<file path="src/rcb_pkg.sv">
// Purpose: Shared constants for the registered command buffer with parity
// Assumes: One clock, asynchronous active-high reset
// Notes:   All widths and the data, select, drive and error reset values live here
package rcb_pkg;

    // ==========================================================
    // Widths
    localparam int unsigned DATA_W = 22;
    localparam int unsigned CKE_W  = 2;
    localparam int unsigned ODT_W  = 2;
    localparam int unsigned CS_W   = 4;

    // ==========================================================
    // Field positions inside the chip select vector
    localparam int unsigned CS_IN0_POS = 0;
    localparam int unsigned CS_IN1_POS = 1;
    localparam int unsigned CS_EX0_POS = 2;
    localparam int unsigned CS_EX1_POS = 3;

    // ==========================================================
    // Reset values
    localparam logic [DATA_W-1:0] DATA_RST   = 22'h000000;
    localparam logic              OUT_RST    = 1'b0;
    localparam logic              ERR_N_RST  = 1'b1;
    localparam logic              ERR_OE_RST = 1'b0;

    // ==========================================================
    // Timing counts, in clock cycles
    localparam int unsigned PARITY_LAG_CYC = 1;
    localparam int unsigned ERR_DELAY_CYC  = 1;
    localparam int unsigned ERR_HOLD_CYC   = 2;

endpackage

</file>
<file path="src/rcb_cap_if.sv">
// Purpose: Carries capture-side results to the parity checker
// Assumes: Driven combinationally by the capture module
// Notes:   One producer, one consumer
`timescale 1ns/1ps

interface rcb_cap_if;
    logic cs_active;
    logic data_odd;

    modport src
    (
        output cs_active,
        output data_odd
    );

    modport dst
    (
        input  cs_active,
        input  data_odd
    );
endinterface

</file>
<file path="src/rcb_capture.sv">
// Purpose: Chip-select gated capture of the data inputs
// Assumes: Inputs synchronous to clk_sys_i
// Notes:   Holds the last word when gating blocks a capture
`timescale 1ns/1ps

module rcb_capture
    import rcb_pkg::*;
#(
    parameter int unsigned DW = DATA_W
)
(
    input  wire logic          clk_sys_i,
    input  wire logic          rst_i,
    input  wire logic [DW-1:0] data_i,
    input  wire logic [CS_W-1:0] cs_n_i,
    input  wire logic          gate_en_i,
    output logic      [DW-1:0] data_o,
    rcb_cap_if.src             cap
);

    // ==========================================================
    // Gating decision
    logic          load;
    logic [DW-1:0] data_reg;

    // Any of the four selects low marks a valid command cycle
    assign cap.cs_active = ~&cs_n_i;
    assign cap.data_odd  = ^data_i;
    // Gate off means every edge loads
    assign load = ~gate_en_i | cap.cs_active;

    // ==========================================================
    // Data register
    always_ff @(posedge clk_sys_i or posedge rst_i)
    begin
        if (rst_i)
        begin
            data_reg <= DW'(DATA_RST);
        end
        else if (load)
        begin
            data_reg <= data_i;
        end
    end

    assign data_o = data_reg;

endmodule

</file>
<file path="src/rcb_parity.sv">
// Purpose: Parity check with delayed, stretched open-drain error
// Assumes: Parity bit arrives one cycle after its data word
// Notes:   Error pin only ever pulls low; oe high while pulling
`timescale 1ns/1ps

module rcb_parity
    import rcb_pkg::*;
(
    input  wire logic clk_sys_i,
    input  wire logic rst_i,
    input  wire logic parity_i,
    rcb_cap_if.dst    cap,
    output logic      err_n_o,
    output logic      err_oe_o
);

    // ==========================================================
    // Pipeline registers
    logic odd_reg;
    logic valid_reg;
    logic mismatch_reg;
    logic stretch_reg;
    logic err_n_reg;
    logic err_oe_reg;

    // Hold the word's parity until its parity bit shows up
    always_ff @(posedge clk_sys_i or posedge rst_i)
    begin
        if (rst_i)
        begin
            odd_reg   <= 1'b0;
            valid_reg <= 1'b0;
        end
        else
        begin
            odd_reg   <= cap.data_odd;
            valid_reg <= cap.cs_active;
        end
    end

    // Even parity expected; no select low means no check
    always_ff @(posedge clk_sys_i or posedge rst_i)
    begin
        if (rst_i)
        begin
            mismatch_reg <= 1'b0;
        end
        else
        begin
            mismatch_reg <= valid_reg & (odd_reg ^ parity_i);
        end
    end

    // ==========================================================
    // Output stage: one cycle late, low for two cycles
    always_ff @(posedge clk_sys_i or posedge rst_i)
    begin
        if (rst_i)
        begin
            stretch_reg <= 1'b0;
            err_n_reg   <= ERR_N_RST;
            err_oe_reg  <= ERR_OE_RST;
        end
        else
        begin
            stretch_reg <= mismatch_reg;
            err_n_reg   <= ~(mismatch_reg | stretch_reg);
            err_oe_reg  <= mismatch_reg | stretch_reg;
        end
    end

    assign err_n_o  = err_n_reg;
    assign err_oe_o = err_oe_reg;

endmodule

</file>
<file path="src/rcb_buffer.sv">
// Purpose: 1:2 registered address/command buffer with parity check
// Assumes: clk_sys_i stands for the rising edge of the positive clock leg
// Notes:   Pull-ups on unconnected pins are resolved outside this module
`timescale 1ns/1ps

// Operation
// - Parity mismatch pulls error pin low
// - Error stays asserted two clock cycles
// - Error output lags comparison by one cycle
// - Gating on: capture only with select low
// - Gating off: capture on every edge
// - Drive select high normal, low high drive
// - Unconnected drive select reads high, normal
// - Capture on rising edge of clock
// - Reset clears storage, non-error outputs low immediately
// - Reset releases the parity error output
// - Data inputs re-driven only under gating
// - Clock enable and termination always registered
// - Extra selects gate and check, no outputs
module rcb_buffer
    import rcb_pkg::*;
#(
    parameter int unsigned DW   = DATA_W,
    parameter int unsigned CKEW = CKE_W,
    parameter int unsigned ODTW = ODT_W
)
(
    input  wire logic            clk_sys_i,
    input  wire logic            rst_i,
    input  wire logic [DW-1:0]   gated_data_in_i,
    input  wire logic            parity_in_i,
    input  wire logic            chip_select_in_0_i,
    input  wire logic            chip_select_in_1_i,
    input  wire logic            extra_chip_select_0_i,
    input  wire logic            extra_chip_select_1_i,
    input  wire logic            chip_select_gate_enable_i,
    input  wire logic            drive_strength_select_i,
    input  wire logic [CKEW-1:0] clk_enable_in_i,
    input  wire logic [ODTW-1:0] termination_in_i,
    output logic      [DW-1:0]   data_out_a_o,
    output logic      [DW-1:0]   data_out_b_o,
    output logic                 chip_select_out_0_a_o,
    output logic                 chip_select_out_0_b_o,
    output logic                 chip_select_out_1_a_o,
    output logic                 chip_select_out_1_b_o,
    output logic      [CKEW-1:0] clk_enable_out_a_o,
    output logic      [CKEW-1:0] clk_enable_out_b_o,
    output logic      [ODTW-1:0] termination_out_a_o,
    output logic      [ODTW-1:0] termination_out_b_o,
    output logic                 high_drive_o,
    output logic                 parity_error_n_o,
    output logic                 parity_error_oe_o
);

    // ==========================================================
    // Internal signals
    rcb_cap_if         cap ();
    logic [CS_W-1:0]   cs_n;
    logic [DW-1:0]     data_q;
    logic              cs0_reg;
    logic              cs1_reg;
    logic [CKEW-1:0]   cke_reg;
    logic [ODTW-1:0]   odt_reg;
    logic              high_drive_reg;

    assign cs_n[CS_IN0_POS] = chip_select_in_0_i;
    assign cs_n[CS_IN1_POS] = chip_select_in_1_i;
    assign cs_n[CS_EX0_POS] = extra_chip_select_0_i;
    assign cs_n[CS_EX1_POS] = extra_chip_select_1_i;

    // ==========================================================
    // Gated data path
    rcb_capture #(
        .DW        (DW)
    ) u_capture (
        .clk_sys_i (clk_sys_i),
        .rst_i     (rst_i),
        .data_i    (gated_data_in_i),
        .cs_n_i    (cs_n),
        .gate_en_i (chip_select_gate_enable_i),
        .data_o    (data_q),
        .cap       (cap.src)
    );

    // ==========================================================
    // Parity checker
    rcb_parity u_parity (
        .clk_sys_i (clk_sys_i),
        .rst_i     (rst_i),
        .parity_i  (parity_in_i),
        .cap       (cap.dst),
        .err_n_o   (parity_error_n_o),
        .err_oe_o  (parity_error_oe_o)
    );

    // ==========================================================
    // Ungated selects, clock enables and termination
    always_ff @(posedge clk_sys_i or posedge rst_i)
    begin
        if (rst_i)
        begin
            cs0_reg <= OUT_RST;
            cs1_reg <= OUT_RST;
            cke_reg <= '0;
            odt_reg <= '0;
        end
        else
        begin
            cs0_reg <= chip_select_in_0_i;
            cs1_reg <= chip_select_in_1_i;
            cke_reg <= clk_enable_in_i;
            odt_reg <= termination_in_i;
        end
    end

    // ==========================================================
    // Drive strength; pad driver reads this level
    // Open input reads high via the pad pull-up, giving normal drive
    always_ff @(posedge clk_sys_i or posedge rst_i)
    begin
        if (rst_i)
        begin
            high_drive_reg <= OUT_RST;
        end
        else
        begin
            high_drive_reg <= ~drive_strength_select_i;
        end
    end

    // ==========================================================
    // Duplicated copies share one flop so they can never diverge
    assign data_out_a_o          = data_q;
    assign data_out_b_o          = data_q;
    assign chip_select_out_0_a_o = cs0_reg;
    assign chip_select_out_0_b_o = cs0_reg;
    assign chip_select_out_1_a_o = cs1_reg;
    assign chip_select_out_1_b_o = cs1_reg;
    assign clk_enable_out_a_o    = cke_reg;
    assign clk_enable_out_b_o    = cke_reg;
    assign termination_out_a_o   = odt_reg;
    assign termination_out_b_o   = odt_reg;
    assign high_drive_o          = high_drive_reg;

endmodule

</file>
<file path="config.mk">
export PLATFORM = sky130hd
export DESIGN_NAME = rcb_buffer
export DESIGN_NICKNAME = d
export VERILOG_FILES = /design/src/rcb_pkg.sv /design/src/rcb_cap_if.sv /design/src/rcb_capture.sv /design/src/rcb_parity.sv /design/src/rcb_buffer.sv
export SDC_FILE = /design/constraint.sdc
export NUM_CORES = 1
export LEC_CHECK = 0
export ABC_CLOCK_PERIOD_IN_PS = 1000
export BUFFER_PORTS_ARGS = -buffer_cell sky130_fd_sc_hd__buf_2
export CAP_MARGIN = 25
export CORE_MARGIN = 3
export CORE_UTILIZATION = 43
export DETAILED_ROUTE_END_ITERATION = 6
export GPL_TIMING_DRIVEN = 0
export PLACE_DENSITY = 0.89
export SKIP_CTS_REPAIR_TIMING = 1
export SYNTH_ARGS = -nofsm -noshare
export SYNTH_HDL_FRONTEND = slang
export SYNTH_SLANG_ARGS = --single-unit
</file>
<file path="constraint.sdc">
create_clock -name clk_sys_i -period 1 [get_ports clk_sys_i]
set_input_delay 0.05 -clock clk_sys_i [delete_from_list [all_inputs] [get_ports clk_sys_i]]
set_output_delay 0.05 -clock clk_sys_i [all_outputs]
set_load 0.02 [all_outputs]
</file>
==> results.sh <==
export IMPL_status="complete, but fails checks"
export IMPL_violations="hold timing"
export IMPL_clk_insertion_delay_late_ns=0.28
export IMPL_fmax_mhz=1020
export IMPL_synth_top_area_share_pct=52.9
export IMPL_crit_fanout=3
export IMPL_p_leak_nw=1.19
export IMPL_cts_root_buffer="clkbuf_8"
export IMPL_synth_edf_count=0
export IMPL_antenna_found_initial=0
export IMPL_netlist_instances=117
export IMPL_grtUsageMet3_pct=5.66
export IMPL_yosys_area_top_type="dfrtp_1"
export IMPL_wirelength_um=3530
export IMPL_criticalPathCategory="flip-flop to primary output"
export IMPL_io_buffer_count=93
export IMPL_die_w_um=67.1
export IMPL_max_slew_margin_pct=47.8
export IMPL_path_cells="buf_6 -> buf_6"
export IMPL_cts_tree="yes"
export IMPL_setup_viol=0
export IMPL_skew_ns=0.00494
export IMPL_initial_core_util_pct=46.4
export IMPL_drt_iter0_drc=20
export IMPL_htreeDepth=2
export IMPL_drcViolationCount=0
export IMPL_rsz0062_at_grt="yes"
export IMPL_syn_area_per_cell_um2=13.7
export IMPL_power_density_nw_per_um2=1580
export IMPL_finalCriticalPeriod_ns=0.983
export IMPL_die_area_um2=4510
export IMPL_slew_viol_final=0
export IMPL_drv_cap=0
export IMPL_ys_seq_area_share_pct=54.6
export IMPL_hold_ws_ns=-0.0939
export IMPL_reg2regPathDepth=1
export IMPL_drtPass1Iterations=2
export IMPL_syn2layout_area_growth_pct=48.4
export IMPL_syn_num_nets=152
export IMPL_top_usage_layer="met2"
export IMPL_hpwlAfterDp_um=2620
export IMPL_via_count=1123
export IMPL_numClockSinks=35
export IMPL_diodes=0
export IMPL_reg2reg_from="u_capture.data_o[15]"
export IMPL_core_um2=3470
export IMPL_async_flop_share_pct=100
export IMPL_required_ns=0.95
export IMPL_finalNonFillerCells=255
export IMPL_fin_crit_sh_pct=98.3
export IMPL_ys_flop_type="dfrtp_1"
export IMPL_fin_tns_setup_ns=0
export IMPL_grt_pass1_wl_um=4780
export IMPL_ios=94
export IMPL_use_met2_pct=25.0
export IMPL_drive_above_1_share_pct=67.5
export IMPL_synth_seq_cells=35
export IMPL_critPathLaunchType="flip-flop"
export IMPL_synth_most_common_cell="dfrtp_1"
export IMPL_yosys_top_cells_area="dfrtp_1 53%, mux2_2 15%, buf_4 13%"
export IMPL_cts_inserted_buffers=5
export IMPL_grt_max_degree=22
export IMPL_routabilityCongestion=0.656
export IMPL_wire_per_inst_um=13.9
export IMPL_post_route_util_pct=68.8
export IMPL_cts_path_max_buffers=2
export IMPL_synth_area_um2=1610
export IMPL_first_global_vias=1082
export IMPL_slowest_stage="dfrtp_1"
export IMPL_grt_total_usage_pct=14.7
export IMPL_cpPeakStageDelay_ns=0.41
export IMPL_drtAntennaViolNets=0
export IMPL_clkSlewWorstSetupHoldPaths_ns=0.07
export IMPL_final_nets=243
export IMPL_vdd_drop_max_mv=0.981
export IMPL_synth_commonest_cells="34 x dfrtp_1, 28 x buf_4, 22 x mux2_2, 16 x xnor2_1, 4 x inv_1"
export IMPL_viasPerCell=4.40
export IMPL_die_h_um=67.1
export IMPL_r2r_setup_slack_ns=0.20
export IMPL_globalRouteOverflowTotal=0
export IMPL_worst_path_most_repeated_cell="buf_6"
export IMPL_hold_violations=19
export IMPL_met1_usage_pct=15.9
export IMPL_rows=21
export IMPL_dp_cells=257
export IMPL_hp_class="input port to async pin"
export IMPL_worst_pin_slew_ns=0.782
export IMPL_reg2reg_to="u_capture.data_o[15]"
export IMPL_largest_register_ffs=22
export IMPL_end_kind="primary output"
export IMPL_ys_warn_count=0
export IMPL_crit_arrival_ns=0.93
export IMPL_synth_cell_types=15
-- power by group --
part	internal [W]	total [W]	leakage (nW)	switching, W
Combinational	0.000538	0.00102	0.732	0.000478
Clock	0.000628	0.00108	0.0515	0.000453
Sequential	0.00160	0.00168	0.403	0.0000869
Total	0.00276	0.00378	1.19	0.00102
-- through the flow --
stage | setup WS [ns] | instance area (µm²) | power, W
final | 0.0166 | 2390 | 0.00378
after global routing | -0.0298 | 2390 | 0.00398
after CTS | -0.0376 | 2250 | 0.00377
after detailed placement | -0.213 | 2150 | 0.00266
after global placement | -0.254 | 2140 | 0.00262
after floorplan | 0.000386 | 1620 | 0.00235
-- cells by family after synthesis --
| kind of cell | count (synthesis) | share of synthesized area [%] |
|---|---|---|
| xor gates and xnor gates | 21 | 12.8 |
| buffers and inverters | 35 | 15.7 |
| DFF | 35 | 54.6 |
| muxes | 22 | 15.4 |
| and+or+nand+nor | 4 | 1.56 |
-- area by class of cell --
cell class / count / area (µm²)
Buffer: 14 / 129
Clock buffer: 8 / 100
Fill cell: 254 / 1080
Inverter: 4 / 15.0
Multi-Input combinational cell: 47 / 485
Sequential cell: 35 / 877
Tap cell: 46 / 57.6
Timing Repair Buffer: 101 / 722
-- critical path: cells and delay by family (launching register included) --
family,cells,cell delay [ns]
DFF,1,0.41
buffers and inverters,2,0.25
-- worst max path at each step --
stage | start | to | slack (ns) | cells past startpoint
floorplan | gated_data_in_i[10] | u_parity.odd_reg | 0.0004 | 4
finish | u_capture.data_o[15] | data_out_b_o[15] | 0.02 | 2
CTS | u_capture.data_o[15] | data_out_b_o[15] | -0.04 | 2
global route | u_capture.data_o[15] | data_out_b_o[15] | -0.03 | 2
global placement | rst_i | high_drive_o | -0.25 | 2
detailed placement | chip_select_in_0_i | u_capture.data_o[7] | -0.21 | 6
-- cell usage in the layout, fill, tap and decap left out, drive strengths merged --
| cell | netlist | layout |
|---|---|---|
| and2 | 1 | 1 |
| buf | 31 | 108 |
| clkbuf | 0 | 8 |
| dfrtp | 34 | 34 |
| dfstp | 1 | 1 |
| dlygate4sd3 | 0 | 7 |
| inv | 4 | 4 |
| mux2 | 22 | 22 |
| nand4 | 1 | 1 |
| or2 | 2 | 2 |
| xnor2 | 17 | 17 |
| xnor3 | 1 | 1 |
| xor2 | 3 | 3 |
-- metal layers --
metal / vias up / wire length [µm] / share of wire (%)
met5: - / 0 / 0
met4: 0 / 70 / 2.0
met3: 5 / 288 / 8.1
met2: 61 / 1880 / 53
met1: 529 / 1300 / 37
li1: 528 / - / -
Note: power is estimated with default switching activity, not from simulation.
